==> config.mk <==
export PLATFORM = sky130hd
export DESIGN_NAME = forward_converter_pwm_logic
export DESIGN_NICKNAME = d
export VERILOG_FILES = /design/src/hdl/fwd_pwm_pkg.sv /design/src/hdl/forward_converter_pwm_logic.sv
export SDC_FILE = /design/constraint.sdc
export NUM_CORES = 1
export LEC_CHECK = 0
export ABC_AREA = 1
export CORE_MARGIN = 5
export CORE_UTILIZATION = 39
export CTS_CLUSTER_SIZE = 24
export DETAILED_ROUTE_END_ITERATION = 16
export DONT_BUFFER_PORTS = 1
export GPL_TIMING_DRIVEN = 1
export PLACE_DENSITY = 0.62
export SLEW_MARGIN = 30
export SYNTH_ARGS = -nofsm -noshare
export SYNTH_HDL_FRONTEND = slang
export SYNTH_SLANG_ARGS = --single-unit
==> constraint.sdc <==
create_clock -name core_clk -period 1.96 [get_ports core_clk]
set_input_delay 0.294 -clock core_clk [delete_from_list [all_inputs] [get_ports core_clk]]
set_output_delay 0.294 -clock core_clk [all_outputs]
set_load 0.02 [all_outputs]
==> src/hdl/fwd_pwm_pkg.sv <==
// Purpose: Shared constants for the forward converter PWM logic
// Assumes: core_clk at 25 MHz
// Notes: Times are kept as printed; cycle counts derive from them

package fwd_pwm_pkg;

	localparam int CLK_PERIOD_NS = 40;

	// Runaway shutdown is a longest time: round down, at least one cycle
	localparam int RUNAWAY_DELAY_NS = 130;
	localparam int RUNAWAY_CYCLES_RAW = RUNAWAY_DELAY_NS / CLK_PERIOD_NS;
	localparam int RUNAWAY_CYCLES = (RUNAWAY_CYCLES_RAW < 1) ? 1 : RUNAWAY_CYCLES_RAW;

	// Rectifier lead is a least time: round up
	localparam int RECT_LEAD_NS = 150;
	localparam int RECT_LEAD_CYCLES = (RECT_LEAD_NS + CLK_PERIOD_NS - 1) / CLK_PERIOD_NS;
	localparam int LEAD_W = 4;
	localparam logic [LEAD_W-1:0] LEAD_LAST = LEAD_W'(RECT_LEAD_CYCLES - 1);

	// Oscillator half of the cycle clock, in core_clk cycles
	localparam int OSC_TICKS_DEF = 42;
	localparam int OSC_W = 12;

	// Synchronised input bit positions
	localparam int IN_TRIP = 0;
	localparam int IN_CAP = 1;
	localparam int IN_BLANK = 2;
	localparam int IN_SUPPLY = 3;
	localparam int IN_BOOST = 4;
	localparam int IN_INPUT_OVERVOLTAGE_IN = 5;
	localparam int IN_THERMAL_TRIP_IN = 6;
	localparam int IN_REFOC = 7;
	localparam int IN_SHDN = 8;
	localparam int IN_SSLOW = 9;
	localparam int IN_SYNC = 10;
	localparam int IN_N = 11;

	localparam logic FAULT_RESET = 1'b1;

	typedef enum logic [2:0]
	{
		S_OFF = 3'b000,
		S_LEAD = 3'b001,
		S_HIGH = 3'b010,
		S_ON = 3'b011,
		S_DROP = 3'b100
	} gate_state_t;

endpackage

==> src/hdl/forward_converter_pwm_logic.sv <==
// Purpose: Cycle clock, current-mode latch and gate sequencing for a
//          dual-switch forward converter, with fault and lockout blocking
// Assumes: Comparator and lockout inputs arrive as digital levels,
//          asynchronous to core_clk; analog parts live outside
// Notes on behaviour
// - Oscillator toggles flip-flop into cycle clock
// - Cycle clock rise starts primary turn-on
// - Current trip ends primaries, enables rectifier
// - Cycle clock fall forces primaries off
// - Ignore current trip during gate blanking
// - Runaway current stops switching within 130ns
// - Runaway detection active during blanking too
// - Runaway current resets soft-start state
// - Rectifier gate opposite to low primary
// - Rectifier changes 150ns ahead of turn-on
// - Low gate on after, off before high
// - Supply lockout holds all gates inactive
// - High gate waits for boost supply
// - Peak sense capped at 150mV
// - Any system fault disables switching
// - Restart only through soft-start sequence
// - External sync sets cycle phase, to 350kHz
// - Both sync edges restart the oscillator
// - Sync rise starts cycle, fall forces off
// - Fault latched until soft-start discharged
// - Overvoltage or thermal trip resets soft-start

`timescale 1ns/1ns

module forward_converter_pwm_logic
#(
	parameter int OSC_TICKS = fwd_pwm_pkg::OSC_TICKS_DEF
)
(
	// Clock and reset
	input wire logic core_clk,
	input wire logic rst_n,
	// Comparator inputs
	input wire logic current_sense_amp,
	input wire logic current_cap_in,
	input wire logic runaway_current_in,
	input wire logic blank_gate_sense_in,
	// Lockouts and faults
	input wire logic supply_lockout,
	input wire logic boost_lockout,
	input wire logic input_overvoltage_in,
	input wire logic thermal_trip_in,
	input wire logic ref_overcurrent_in,
	input wire logic shutdown_in,
	input wire logic soft_start_low_in,
	// External phase lock
	input wire logic sync_in,
	// Gate drives
	output logic high_primary_gate_out,
	output logic low_primary_gate_out,
	output logic rectifier_gate_out,
	// Status
	output logic cycle_clk_out,
	output logic general_fault,
	output logic soft_start_reset_out
);

	////////////////////////////////////////////////////////////////////////
	// Input synchronisers

	logic [fwd_pwm_pkg::IN_N-1:0] raw_in;
	logic [fwd_pwm_pkg::IN_N-1:0] sync;

	assign raw_in = {sync_in, soft_start_low_in, shutdown_in, ref_overcurrent_in,
		thermal_trip_in, input_overvoltage_in, boost_lockout, supply_lockout,
		blank_gate_sense_in, current_cap_in, current_sense_amp};

	genvar gi;
	generate
		for (gi = 0; gi < fwd_pwm_pkg::IN_N; gi++)
		begin : g_sync
			// Each bit keeps its own flops so no vector has two writers
			logic stage1;
			logic stage2;

			always_ff @(posedge core_clk or negedge rst_n)
			begin
				if (!rst_n)
				begin
					stage1 <= 1'b0;
					stage2 <= 1'b0;
				end
				else
				begin
					stage1 <= raw_in[gi];
					stage2 <= stage1;
				end
			end

			assign sync[gi] = stage2;
		end
	endgenerate

	logic trip_s;
	logic cap_s;
	logic blank_ok_s;
	logic supply_low_s;
	logic boost_low_s;
	logic sync_s;
	logic sync_d;
	logic sync_rise;
	logic sync_fall;

	assign trip_s = sync[fwd_pwm_pkg::IN_TRIP];
	assign cap_s = sync[fwd_pwm_pkg::IN_CAP];
	assign blank_ok_s = sync[fwd_pwm_pkg::IN_BLANK];
	assign supply_low_s = sync[fwd_pwm_pkg::IN_SUPPLY];
	assign boost_low_s = sync[fwd_pwm_pkg::IN_BOOST];
	assign sync_s = sync[fwd_pwm_pkg::IN_SYNC];

	always_ff @(posedge core_clk or negedge rst_n)
	begin
		if (!rst_n)
			sync_d <= 1'b0;
		else
			sync_d <= sync_s;
	end

	assign sync_rise = sync_s & ~sync_d;
	assign sync_fall = ~sync_s & sync_d;

	////////////////////////////////////////////////////////////////////////
	// Oscillator and cycle clock

	localparam logic [fwd_pwm_pkg::OSC_W-1:0] OSC_LAST = fwd_pwm_pkg::OSC_W'(OSC_TICKS - 1);

	logic [fwd_pwm_pkg::OSC_W-1:0] osc_cnt;
	logic osc_tick;
	logic cycle_clk;
	logic next_cycle_clk;
	logic cyc_rise;
	logic cyc_fall;

	assign osc_tick = (osc_cnt == OSC_LAST);

	// Either sync edge restarts the ramp, so the oscillator runs at twice
	// the sync rate and never fires just after a forced phase change
	always_ff @(posedge core_clk or negedge rst_n)
	begin
		if (!rst_n)
			osc_cnt <= '0;
		else if (sync_rise || sync_fall || osc_tick)
			osc_cnt <= '0;
		else
			osc_cnt <= osc_cnt + 1'b1;
	end

	always_comb
	begin
		if (sync_rise)
			next_cycle_clk = 1'b1;
		else if (sync_fall)
			next_cycle_clk = 1'b0;
		else if (osc_tick)
			next_cycle_clk = ~cycle_clk;
		else
			next_cycle_clk = cycle_clk;
	end

	always_ff @(posedge core_clk or negedge rst_n)
	begin
		if (!rst_n)
			cycle_clk <= 1'b0;
		else
			cycle_clk <= next_cycle_clk;
	end

	assign cyc_rise = next_cycle_clk & ~cycle_clk;
	assign cyc_fall = ~next_cycle_clk & cycle_clk;
	assign cycle_clk_out = cycle_clk;

	////////////////////////////////////////////////////////////////////////
	// Fault latch

	logic fault_now;
	logic block;

	// Runaway is read raw so shutdown is not slowed by the synchroniser
	assign fault_now = supply_low_s | sync[fwd_pwm_pkg::IN_INPUT_OVERVOLTAGE_IN]
		| sync[fwd_pwm_pkg::IN_THERMAL_TRIP_IN] | sync[fwd_pwm_pkg::IN_REFOC]
		| sync[fwd_pwm_pkg::IN_SHDN] | runaway_current_in;

	// Set wins over the discharge clear
	always_ff @(posedge core_clk or negedge rst_n)
	begin
		if (!rst_n)
			general_fault <= fwd_pwm_pkg::FAULT_RESET;
		else if (fault_now)
			general_fault <= 1'b1;
		else if (sync[fwd_pwm_pkg::IN_SSLOW])
			general_fault <= 1'b0;
	end

	assign soft_start_reset_out = general_fault;
	assign block = general_fault | fault_now | runaway_current_in;

	////////////////////////////////////////////////////////////////////////
	// Current latch and gate sequencer

	logic pwm_latch;
	logic trip_ok;
	logic stop;
	logic [fwd_pwm_pkg::LEAD_W-1:0] lead_cnt;
	fwd_pwm_pkg::gate_state_t state;

	// Cap comparator ends the pulse even if the error level asks for more
	assign trip_ok = (trip_s | cap_s) & blank_ok_s;
	assign stop = ~pwm_latch | trip_ok | cyc_fall;

	always_ff @(posedge core_clk or negedge rst_n)
	begin
		if (!rst_n)
			pwm_latch <= 1'b0;
		else if (cyc_rise)
			pwm_latch <= 1'b1;
		else if (trip_ok || cyc_fall)
			pwm_latch <= 1'b0;
	end

	always_ff @(posedge core_clk or negedge rst_n)
	begin
		if (!rst_n)
			lead_cnt <= '0;
		else if (state == fwd_pwm_pkg::S_LEAD)
			lead_cnt <= lead_cnt + 1'b1;
		else
			lead_cnt <= '0;
	end

	always_ff @(posedge core_clk or negedge rst_n)
	begin
		if (!rst_n)
			state <= fwd_pwm_pkg::S_OFF;
		else if (block)
			state <= fwd_pwm_pkg::S_OFF;
		else
		begin
			case (state)
				fwd_pwm_pkg::S_OFF:
					if (cyc_rise)
						state <= fwd_pwm_pkg::S_LEAD;
				fwd_pwm_pkg::S_LEAD:
					if (cyc_fall)
						state <= fwd_pwm_pkg::S_OFF;
					else if (lead_cnt == fwd_pwm_pkg::LEAD_LAST)
						state <= fwd_pwm_pkg::S_HIGH;
				fwd_pwm_pkg::S_HIGH:
					if (stop)
						state <= fwd_pwm_pkg::S_DROP;
					else
						state <= fwd_pwm_pkg::S_ON;
				fwd_pwm_pkg::S_ON:
					if (stop)
						state <= fwd_pwm_pkg::S_DROP;
				fwd_pwm_pkg::S_DROP:
					state <= fwd_pwm_pkg::S_OFF;
				default:
					state <= fwd_pwm_pkg::S_OFF;
			endcase
		end
	end

	// Outputs are registered; the raw runaway term still lands in one edge
	always_ff @(posedge core_clk or negedge rst_n)
	begin
		if (!rst_n)
		begin
			high_primary_gate_out <= 1'b0;
			low_primary_gate_out <= 1'b0;
			rectifier_gate_out <= 1'b0;
		end
		else
		begin
			high_primary_gate_out <= !block && !boost_low_s
				&& (state == fwd_pwm_pkg::S_HIGH || state == fwd_pwm_pkg::S_ON
				|| state == fwd_pwm_pkg::S_DROP);
			// Low gate needs the high gate already on, so a boost lockout
			// cannot leave it switching alone
			low_primary_gate_out <= !block && !boost_low_s && high_primary_gate_out
				&& state == fwd_pwm_pkg::S_ON;
			// Rectifier drops first in the lead window, so both may be off
			rectifier_gate_out <= !block && !supply_low_s
				&& (state == fwd_pwm_pkg::S_OFF || state == fwd_pwm_pkg::S_DROP);
		end
	end
endmodule

==> results of run 1 <==
power breakdown:
| part | switching (W) | internal [W] | total [W] |
|---|---|---|---|
| registers | 0.0000262 | 0.00103 | 0.00106 |
| logic | 0.0000664 | 0.0000482 | 0.000115 |
| clock network | 0.000339 | 0.000384 | 0.000724 |
per-stage QoR:
step,power (W),instances,instance area (sq um)
after floorplan,0.001129,195,1952
after detailed placement,0.001148,260,2024
after global routing,0.002001,281,2287
after CTS,0.001917,270,2177
after global placement,0.001145,260,2024
final,0.001894,281,2287
critical path, delay by kind of cell (launching register included):
kind	cells	cell delay, ns
fa+ha+maj	1	0.15
buf+inv	1	0.06
flops	1	0.41
simple gates	12	0.96
synth_stat cells (all sizes together) (2+ instances only):
cell type   n
a21oi       7
dfrtp      47
ha          5
inv        27
nand2      34
nand3      11
nand4       3
nor2       30
nor3        8
nor3b       5
o21ai       5
o21bai      3
xor2        2
path summary, 6_finish.rpt:
kind / from / to / slack, ns / cells after the start
worst max register to register: osc_cnt[1]$_DFF_PN0_ / state[0]$_DFFE_PN0P_ / 0.32 / 14
min in group asynchronous: rst_n / sync_d$_DFF_PN0_ / 0.51 / 2
worst max-delay path: osc_cnt[1]$_DFF_PN0_ / state[0]$_DFFE_PN0P_ / 0.32 / 14
worst min-delay path: g_sync[10].stage1$_DFF_PN0_ / g_sync[10].stage2$_DFF_PN0_ / 0.35 / 0
max in group asynchronous: rst_n / general_fault$_DFFE_PN1P_ / 1.19 / 2
worst min register to register: g_sync[10].stage1$_DFF_PN0_ / g_sync[10].stage2$_DFF_PN0_ / 0.35 / 0
repair_timing:
item	CTS	global route
endpoints found under the hold margin	48	11
resized for setup	0	0
hold buffers	2	11
flip-flops by register name (all words and copies together) (netlist names), 3 cells and up:
register and cells:
state 3, lead_cnt 4, g_sync.stage1 11, g_sync.stage2 8
osc_cnt 12
layout make-up:
type | count | area [sq um] | area share
sequential | 48 | 1202 | 0.5257
multi-input combinational | 118 | 636.9 | 0.2784
clock inverter | 3 | 46.29 | 0.02024
timing repair buffer | 13 | 147.6 | 0.06455
inverter | 27 | 101.3 | 0.04431
tap | 67 | 83.83 | 0.03665
clock buffer | 5 | 68.82 | 0.03009
per-layer routing:
metal	part of all wire	wire, um	up-vias
met4	0.016	49	0
met3	0.037	115	4
met2	0.47	1465	20
met1	0.48	1504	597
met5	0	0	-
li1	-	-	654
cell families (layout without fill, tap and decap cells):
| group | count (synthesis) | after routing | synth area share |
|---|---|---|---|
| simple gates | 95 | 95 | 0.2365 |
| compound gates | 16 | 16 | 0.04871 |
| flops | 48 | 48 | 0.6160 |
| xor+xnor | 2 | 2 | 0.008976 |
| fa+ha+maj | 5 | 5 | 0.03205 |
| buf+inv | 29 | 48 | 0.05769 |
==> metrics.cfg, run 1 <==
[run_status]
status = finished, final reports clean

[critical_path]
slowest_delay_ns = 0.41
crit_arrival_ns = 1.88
path_max_fanout = 3
cp_slowest_cell = dfrtp_1
setup.worst_path.start_class = register
worstSetupEndpointType = register
crit_chain = inv_1 -> ha_1 -> nand2_1 -> nor2_1 -> nand3_1 -> nand2_1 -> nand3_2 -> nand2_2 -> nand2_2 -> nand2_1 -> nand2_1 -> nor2_2 -> nand3_1 -> nand2_1
critPathRequiredTime_ns = 2.20
cp_common_cell = nand2_1
critPathKind = register to register

[worst_hold_path]
hp-class = register to register

[detailed_routing]
num_vias = 1275
via_per_inst = 4.537
first_pass_iters = 4
drt_iter0_markers = 53
drtAntennaViolNets = 0
wl_um = 3134
drc = 0
wl_per_cell_um = 11.15

[grt]
globalRouteOverflowTotal = 0
grt_pass1_wl_um = 5326
grt_pass1_vias = 1196
grt.total_usage = 0.1071
top_usage_layer = met2
grt_util_met1 = 0.1380
grt_max_degree = 49
grt_use_met2 = 0.1656
use_met3 = 0.02882
antenna_found_initial = 0

[die]
core.rowCount = 25
io_pins = 20
die_w_um = 80.75
initial_core_util = 0.4078
core_area_sq_um = 4786
die_h_um = 80.75
dieArea_sq_um = 6520

[power_and_ir_drop]
p_per_area_nw_per_um2 = 828.0
p_leak_nw = 1.062
peakVddDrop_v = 0.0006455

[sta]
fin_tns_setup_ns = 0
fin_crit_ns = 1.643
final-max-slew-violation-count = 0
worst_clock_skew_ns = 0.006900
tightest_slew_ns = 0.4335
setup_ws_ns = 0.3167
final_hold_viol_count = 0
rsz0062_at_grt = no
relSlewSlack = 0.7088
hold_slack_ns = 0.3532
max_clock_freq_ghz = 0.6085
post-route-period-util = 0.8384
setup_violations = 0

[clocking]
htreeDepth = 2
path_clk_slew_ns = 0.09
root_buffer = clkbuf_8
numCtsBuffers = 5
cts_setup_buffers = 0
clock_sinks = 48
clockBufferDepth = 2
clk_latency_ns = 0.30
cts_tree = built

[job]
max-cap-violations = 0

[finish]
fillers = 431
drive_gt1_frac = 0.1121
syn2layout_area_growth_pct = 17.18
diodes = 0
nets = 232
final_common_cell = dfrtp_1
mostFrequentLayoutCells = dfrtp_1 (47), nand2_1 (32), nor2_1 (26), inv_1 (24), dlygate4sd3_1 (12)
fin_util = 0.4779

[synthesis]
ys_seq_area_frac = 0.6160
ys.flop_type = dfrtp_1
synth.distinct_cells = 28
synth_warnings = 0
synth-edff-count = 0
netlist_area_sq_um = 1952
synth_area_leaders = dfrtp_1 (60%), nand2_1 (6.2%), nor2_1 (5.0%)
synthArstFlopShare = 1.000
yosysTopAreaCellShare = 0.6026
avgSynthCellArea_sq_um = 10.01
ys_ff_latch = 48
post-synth-top-area-cell = dfrtp_1
synthesis.nets = 214
syn_inst = 195

[place]
dp.final_hpwl_um = 2057
dp_slack_ns = 0.3421
place.gp.congestion = 0.7776
port_buffers = 0

Power figures use the tool's default switching activity.
==> run 2, diff against run 1 <==
--- a/config.mk
+++ b/config.mk
@@ -12,7 +12,7 @@
 export DETAILED_ROUTE_END_ITERATION = 16
 export DONT_BUFFER_PORTS = 1
 export GPL_TIMING_DRIVEN = 1
-export PLACE_DENSITY = 0.62
+export PLACE_DENSITY = 0.64
 export SLEW_MARGIN = 30
 export SYNTH_ARGS = -nofsm -noshare
 export SYNTH_HDL_FRONTEND = slang
==> constraint.sdc (replaced) <==
create_clock -name core_clk -period 1.4 [get_ports core_clk]
set_input_delay 0.21 -clock core_clk [delete_from_list [all_inputs] [get_ports core_clk]]
set_output_delay 0.21 -clock core_clk [all_outputs]
set_load 0.02 [all_outputs]
==> run 2 against run 1 <==
- the flow now finishes with violations (negative setup slack)
- clock skew is 0.0027 ns lower
- wire length is 14% higher
- worst hold slack worse by 0.011 ns
- total power is 44% higher
- non-clock buffer count is 34 higher
- die area stayed put
- setup slack worse by 0.55 ns
- clock power is 38% higher
- highest routed layer unchanged
==> metrics.cfg, run 2 (same netlist as run 1, synthesis figures left out) <==
[place]
dp.final_hpwl_um = 2164  ; was 2057 um
dp_slack_ns = -0.1981  ; was 0.3421 ns
port_buffers = 0  ; unchanged
place_area_sq_um = 2172  ; was 2024 sq um
place.gp.congestion = 0.7942  ; was 0.7776
dp.cells = 279  ; was 260

[grt]
globalRouteOverflowTotal = 0  ; unchanged
antenna_found_initial = 0  ; unchanged
grt_max_degree = 49  ; unchanged
top_usage_layer = met2  ; unchanged
grt_util_met1 = 0.1520  ; was 0.1380
grt_pass1_wl_um = 6113  ; was 5326 um
grt.total_usage = 0.1209  ; was 0.1071
grt_pass1_vias = 1436  ; was 1,196
grt_use_met2 = 0.2020  ; was 0.1656
use_met3 = 0.03215  ; was 0.02882

[clocking]
clk_latency_ns = 0.29  ; was 0.30 ns
cts_tree = built  ; unchanged
clock_sinks = 48  ; unchanged
path_clk_slew_ns = 0.09  ; about the same
numCtsBuffers = 5  ; unchanged
root_buffer = clkbuf_8  ; unchanged
htreeDepth = 2  ; unchanged
clockBufferDepth = 2  ; unchanged

[detailed_routing]
first_pass_iters = 5  ; was 4
wl_um = 3587  ; was 3134 um
num_vias = 1425  ; was 1,275
via_per_inst = 4.524  ; was 4.537
drtAntennaViolNets = 0  ; unchanged
drt_iter0_markers = 73  ; was 53
wl_per_cell_um = 11.39  ; was 11.15 um
drc = 0  ; unchanged

[sta]
tightest_slew_ns = 0.4165  ; was 0.4335 ns
post-route-period-util = 1.166  ; was 0.8384
fin_crit_ns = 1.632  ; was 1.643 ns
final-max-slew-violation-count = 0  ; unchanged
setup_ws_ns = -0.2321  ; was 0.3167 ns
rsz0062_at_grt = yes  ; was no
worst_clock_skew_ns = 0.004172  ; was 0.006900 ns
relSlewSlack = 0.7202  ; was 0.7088
setup_violations = 17  ; was 0
max_clock_freq_ghz = 0.6127  ; was 0.6085 GHz
final_hold_viol_count = 0  ; unchanged

[die]
core.rowCount = 25  ; unchanged
die_h_um = 80.75  ; unchanged
initial_core_util = 0.4078  ; unchanged
core_area_sq_um = 4786  ; unchanged
die_w_um = 80.75  ; unchanged
io_pins = 20  ; unchanged
dieArea_sq_um = 6520  ; unchanged

[finish]
final_cells = 315  ; was 281
final_common_cell = dfrtp_1  ; unchanged
regArea_sq_um = 1202  ; unchanged
regMostFlops = osc_cnt  ; unchanged
multi_input_area_sq_um = 753.2  ; was 636.9 sq um
reg.largest.list = osc_cnt: 12 flops, g_sync.stage1: 11 flops, g_sync.stage2: 8 flops  ; unchanged
largest_reg_flops = 12  ; unchanged
syn2layout_area_growth_pct = 37.76  ; was 17.18%
nets = 266  ; was 232
drive_gt1_frac = 0.3226  ; was 0.1121
mostFrequentLayoutCells = dfrtp_1 (47), buf_4 (27), nand2_1 (24), inv_1 (23), nor2_1 (22)  ; was dfrtp_1 (47), nand2_1 (32), nor2_1 (26), inv_1 (24), dlygate4sd3_1 (12)
fillers = 397  ; was 431
diodes = 0  ; unchanged
fin_area_sq_um = 2689  ; was 2287 sq um

[critical_path]
path_max_fanout = 5  ; was 3
critPathRequiredTime_ns = 1.59  ; was 2.20 ns
crit_arrival_ns = 1.82  ; was 1.88 ns
worstSetupEndpointType = register  ; unchanged
critPathKind = register to register  ; unchanged
reg2regPathDepth = 11  ; was 14
setup.worst_path.start_class = register  ; unchanged

[power_and_ir_drop]
p_per_area_nw_per_um2 = 1016  ; was 828.0 nW/um^2
p_leak_nw = 1.309  ; was 1.062 nW
peakVddDrop_v = 0.0007696  ; was 0.0006455 V

[worst_hold_path]
hp-class = primary input to register  ; was register to register
hold_depth = 5  ; was 0

[job]
max-cap-violations = 0  ; unchanged

[run_status]
status = complete, but fails checks  ; was finished, final reports clean
failed_checks = negative setup slack

[run 2: cell count changes in the layout (fill, tap and decap cells not counted), moves of 3 or more]
cell / previous run / this run
nand2_4: 0 / 3
buf_6: 0 / 7
nor2_1: 26 / 22
nor3_1: 7 / 4
buf_4: 0 / 27
nand2_1: 32 / 24
nand2_2: 2 / 7
[run 2: timing repair]
action	CTS	global route
endpoints found under the setup margin	13	20
pin swaps	7	9
endpoints found under the hold margin	59	0
hold buffers	13	0
gates resized for setup	15	23
buffers inserted	7	9
gates cloned	0	0
[run 2: per-stage QoR]
stage | setup TNS [ns] | hold WS, ns | util | power [W]
after floorplan | -0.1490 | -0.08559 | - | 0.001581
after detailed placement | -1.073 | -0.08471 | 0.4539 | 0.001626
after CTS | -0.9360 | 0.3417 | 0.5302 | 0.002730
after global routing | -4.136 | 0.3549 | 0.5618 | 0.002866
final | -2.615 | 0.3423 | 0.5618 | 0.002731
after global placement | -0.8427 | -0.08422 | 0.4539 | 0.001624
[run 2: per-layer routing]
metal,vias to the layer above,wire length [um]
met5,-,0
met4,0,25
met3,4,133
met2,29,1763
met1,674,1665
li1,718,-
[run 2: power by group]
part	internal, W	switching, W	total (W)
registers	0.00144	0.0000282	0.00147
logic	0.000131	0.000133	0.000264
clock network	0.000538	0.000460	0.000997
total	0.00211	0.000621	0.00273
[run 2: critical path, cell delays in order, from the launching register on]
cell and delay [ns]:
dfrtp_1 0.42, ha_2 0.21, inv_1 0.05, nor2_1 0.04
nand2_1 0.06, nor2_1 0.04, o211ai_2 0.23, nand2_1 0.11
nor2_1 0.19, nor2_4 0.07, nand3_1 0.07, nand2_1 0.05
[run 2: worst paths after layout]
kind	start	endpoint	slack, ns
setup / recovery	osc_cnt[0]$_DFF_PN0_	state[0]$_DFFE_PN0P_	-0.23
hold / removal	runaway_current_in	general_fault$_DFFE_PN1P_	0.34
setup reg to reg	osc_cnt[0]$_DFF_PN0_	state[0]$_DFFE_PN0P_	-0.23
hold reg to reg	g_sync[2].stage1$_DFF_PN0_	blank_ok_s$_DFF_PN0_	0.35
max in group asynchronous	rst_n	general_fault$_DFFE_PN1P_	0.71
min in group asynchronous	rst_n	osc_cnt[7]$_DFF_PN0_	0.41
[run 2: area by class of cell]
| class | instances | area share |
|---|---|---|
| well taps | 67 | 0.03118 |
| flip-flops and latches | 48 | 0.4472 |
| inverters | 27 | 0.03862 |
| repair buffers | 47 | 0.1596 |
| clock buffers | 5 | 0.02559 |
| clock inverters | 3 | 0.01768 |
| multi-input cells | 118 | 0.2801 |
==> run 3, diff against run 2 <==
--- a/config.mk
+++ b/config.mk
@@ -5,7 +5,7 @@
 export SDC_FILE = /design/constraint.sdc
 export NUM_CORES = 1
 export LEC_CHECK = 0
-export ABC_AREA = 1
+export ABC_AREA = 0
 export CORE_MARGIN = 5
 export CORE_UTILIZATION = 39
 export CTS_CLUSTER_SIZE = 24
==> run 3 against run 2 <==
- the run still ends with negative setup slack left
- sequential power is essentially flat
- cell count shrank 24%
- via count shrank 18%
- wire length shrank 10%
- non-clock buffer count shrank 13
- cell area shrank 13%
==> metrics.cfg, run 3 <==
[run_status]
status = complete, but fails checks  ; unchanged
failed_checks = negative setup slack  ; unchanged

[detailed_routing]
wl_per_cell_um = 13.51  ; was 11.39 um
drt_iter0_markers = 45  ; was 73
first_pass_iters = 4  ; was 5
wl_met2_um = 1774  ; was 1763 um
via_per_inst = 4.883  ; was 4.524
num_vias = 1167  ; was 1,425
drtAntennaViolNets = 0  ; unchanged
drc = 0  ; unchanged
met3_length_um = 120  ; was 133 um
wl_met1_um = 1281  ; was 1665 um
maxUsedRoutingLayer = met4  ; unchanged
wl_um = 3228  ; was 3587 um

[synthesis]
ys_ff_latch = 48  ; unchanged
ys_seq_area_frac = 0.6587  ; was 0.6160
avgSynthCellArea_sq_um = 12.42  ; was 10.01 sq um
synth_area_leaders = dfrtp_1 (64%), nor2_1 (4.5%), xnor2_1 (3.8%)  ; was dfrtp_1 (60%), nand2_1 (6.2%), nor2_1 (5.0%)
synth.most_common_cell = dfrtp_1  ; unchanged
syn_inst = 147  ; was 195
yosysTopAreaCellShare = 0.6443  ; was 0.6026
ys.flop_type = dfrtp_1  ; unchanged
netlist_area_sq_um = 1826  ; was 1952 sq um
post-synth-top-area-cell = dfrtp_1  ; unchanged
synth_warnings = 0  ; unchanged
synth_common_cells = dfrtp_1 (47), nor2_1 (22), inv_1 (8), nor3_1 (8), xnor2_1 (8)  ; was dfrtp_1 (47), nand2_1 (32), nor2_1 (26)
synth.distinct_cells = 32  ; was 28
synth-edff-count = 0  ; unchanged
synthesis.nets = 166  ; was 214
synthArstFlopShare = 1.000  ; unchanged

[finish]
fin_util = 0.5253  ; was 0.5618
nets = 205  ; was 266
fillers = 393  ; was 397
largest_reg_flops = 12  ; unchanged
fin_area_sq_um = 2335  ; was 2689 sq um
diodes = 0  ; unchanged
mostFrequentLayoutCells = dfrtp_1 (47), buf_4 (20), nor2_1 (19), dlygate4sd3_1 (12)  ; was dfrtp_1 (47), buf_4 (27), nand2_1 (24), inv_1 (23), nor2_1 (22)
drive_gt1_frac = 0.2460  ; was 0.3226
regArea_sq_um = 1202  ; unchanged
final_cells = 239  ; was 315
reg.largest.list = osc_cnt: 12 flops, g_sync.stage1: 11 flops, g_sync.stage2: 8 flops  ; unchanged
syn2layout_area_growth_pct = 27.90  ; was 37.76%
regMostFlops = osc_cnt  ; unchanged
final_common_cell = dfrtp_1  ; unchanged
multi_input_area_sq_um = 621.8  ; was 753.2 sq um

[grt]
grt_pass1_wl_um = 5740  ; was 6113 um
grt.total_usage = 0.1185  ; was 0.1209
grt_max_degree = 49  ; unchanged
antenna_found_initial = 0  ; unchanged
globalRouteOverflowTotal = 0  ; unchanged
grt_pass1_vias = 1354  ; was 1,436

[place]
dp.final_hpwl_um = 2240  ; was 2164 um
port_buffers = 0  ; unchanged
place_area_sq_um = 2026  ; was 2172 sq um
place.gp.congestion = 0.7509  ; was 0.7942
dp.cells = 215  ; was 279

[die]
io_pins = 20  ; unchanged
die_w_um = 78.42  ; was 80.75 um
core.rowCount = 24  ; was 25
dieArea_sq_um = 6149  ; was 6520 sq um
initial_core_util = 0.4108  ; was 0.4078
die_h_um = 78.42  ; was 80.75 um
core_area_sq_um = 4444  ; was 4786 sq um

[sta]
setup_ws_ns = -0.01959  ; was -0.2321 ns
max_clock_freq_ghz = 0.7044  ; was 0.6127 GHz
relSlewSlack = 0.7407  ; was 0.7202
tightest_slew_ns = 0.3889  ; was 0.4165 ns
rsz0062_at_grt = yes  ; unchanged
final_hold_viol_count = 0  ; unchanged
hold_slack_ns = 0.05862  ; was 0.3423 ns
final-max-slew-violation-count = 0  ; unchanged
worst_clock_skew_ns = 0.006341  ; was 0.004172 ns
post-route-period-util = 1.014  ; was 1.166
setup_violations = 1  ; was 17
fin_crit_ns = 1.420  ; was 1.632 ns

[critical_path]
critPathRequiredTime_ns = 1.59  ; about the same
crit_start = osc_cnt[1]$_DFF_PN0_  ; was osc_cnt[0]$_DFF_PN0_
rr_startpoint = osc_cnt[1]$_DFF_PN0_  ; was osc_cnt[0]$_DFF_PN0_
critPathKind = register to register  ; unchanged
worstSetupEndpointType = register  ; unchanged
path_max_fanout = 3  ; was 5
setup.worst_path.start_class = register  ; unchanged
crit_arrival_ns = 1.61  ; was 1.82 ns

[worst_hold_path]
hold_start = runaway_current_in  ; unchanged
hp-class = primary input to register  ; unchanged

[clocking]
path_clk_slew_ns = 0.09  ; about the same
cts_tree = built  ; unchanged
numCtsBuffers = 5  ; unchanged
root_buffer = clkbuf_8  ; unchanged
clock_sinks = 48  ; unchanged
clk_latency_ns = 0.30  ; was 0.29 ns
htreeDepth = 2  ; unchanged
clockBufferDepth = 2  ; unchanged

[power_and_ir_drop]
p_leak_nw = 1.040  ; was 1.309 nW
peakVddDrop_v = 0.0003657  ; was 0.0007696 V
p_per_area_nw_per_um2 = 1082  ; was 1016 nW/um^2

[job]
max-cap-violations = 0  ; unchanged

## run 3: cell types whose count changed after synthesis, moves of 4 or more
cell	change
nand2_1	-25
nand3_1	-4
nor2_1	-4
xnor2_1	+8
nor3b_1	-4
a21oi_1	-7
inv_1	-16
## run 3: where the power goes
group	internal, W	switching (W)
registers	0.00144	0.0000373
clock network	0.000399	0.000438
logic	0.000110	0.0000997
total	0.00195	0.000575
## run 3: path summary, 6_finish.rpt
path                       cells past startpoint                          to  slack [ns]
min                                            2   general_fault$_DFFE_PN1P_        0.06
max in group asynchronous                      2   general_fault$_DFFE_PN1P_        0.74
max                                            6        state[0]$_DFFE_PN0P_       -0.02
min in group asynchronous                      2  g_sync[4].stage1$_DFF_PN0_        0.41
max reg2reg                                    6        state[0]$_DFFE_PN0P_       -0.02
min reg2reg                                    0  g_sync[5].stage2$_DFF_PN0_        0.35
## run 3: layout make-up
class,instances,share of cell area
multi-input combinational,89,0.2663
timing repair buffer,34,0.1361
clock inverter,2,0.006431
inverter,8,0.01286
tap,52,0.02787
sequential,48,0.5150
clock buffer,6,0.03537
## run 3: per-stage QoR
| step | power (W) | setup TNS, ns | setup slack (ns) |
|---|---|---|---|
| after global placement | 0.001636 | -0.01433 | -0.01433 |
| after global routing | 0.002653 | -0.9121 | -0.1011 |
| after detailed placement | 0.001645 | -0.09105 | -0.06293 |
| final | 0.002526 | -0.01959 | -0.01959 |
| after floorplan | 0.001575 | 0 | 0.0001430 |
| after CTS | 0.002557 | -0.02837 | -0.02178 |
## run 3: what timing repair did
item	CTS	global route
gates resized for setup	5	6
pin swaps	1	3
setup endpoints to repair	6	18
endpoints found under the hold margin	59	0
hold buffers	13	0
setup buffers	1	2
## run 3: cells by family (layout without fill, tap and decap cells)
logic type	Yosys count	in the layout	synth area share
simple gates	59	59	0.1693
flops	48	48	0.6587
xor+xnor	13	13	0.06237
buf+inv	10	50	0.02330
compound gates	9	9	0.03290
fa+ha+maj	6	6	0.03975
mux	2	2	0.01371
## run 3: critical path, stage by stage (launching register included)
cell and delay, ns:
dfrtp_1 0.39, inv_1 0.06, ha_1 0.12, and4b_1 0.22, a31oi_1 0.08, nand3b_1 0.20
a32o_1 0.25
## run 3: routing by layer
metal	global-route usage	vias to the layer above
met3	0.04119	6
li1	-	566
met2	0.2209	18
met4	0.04545	0
met1	0.1214	577
met5	0	-
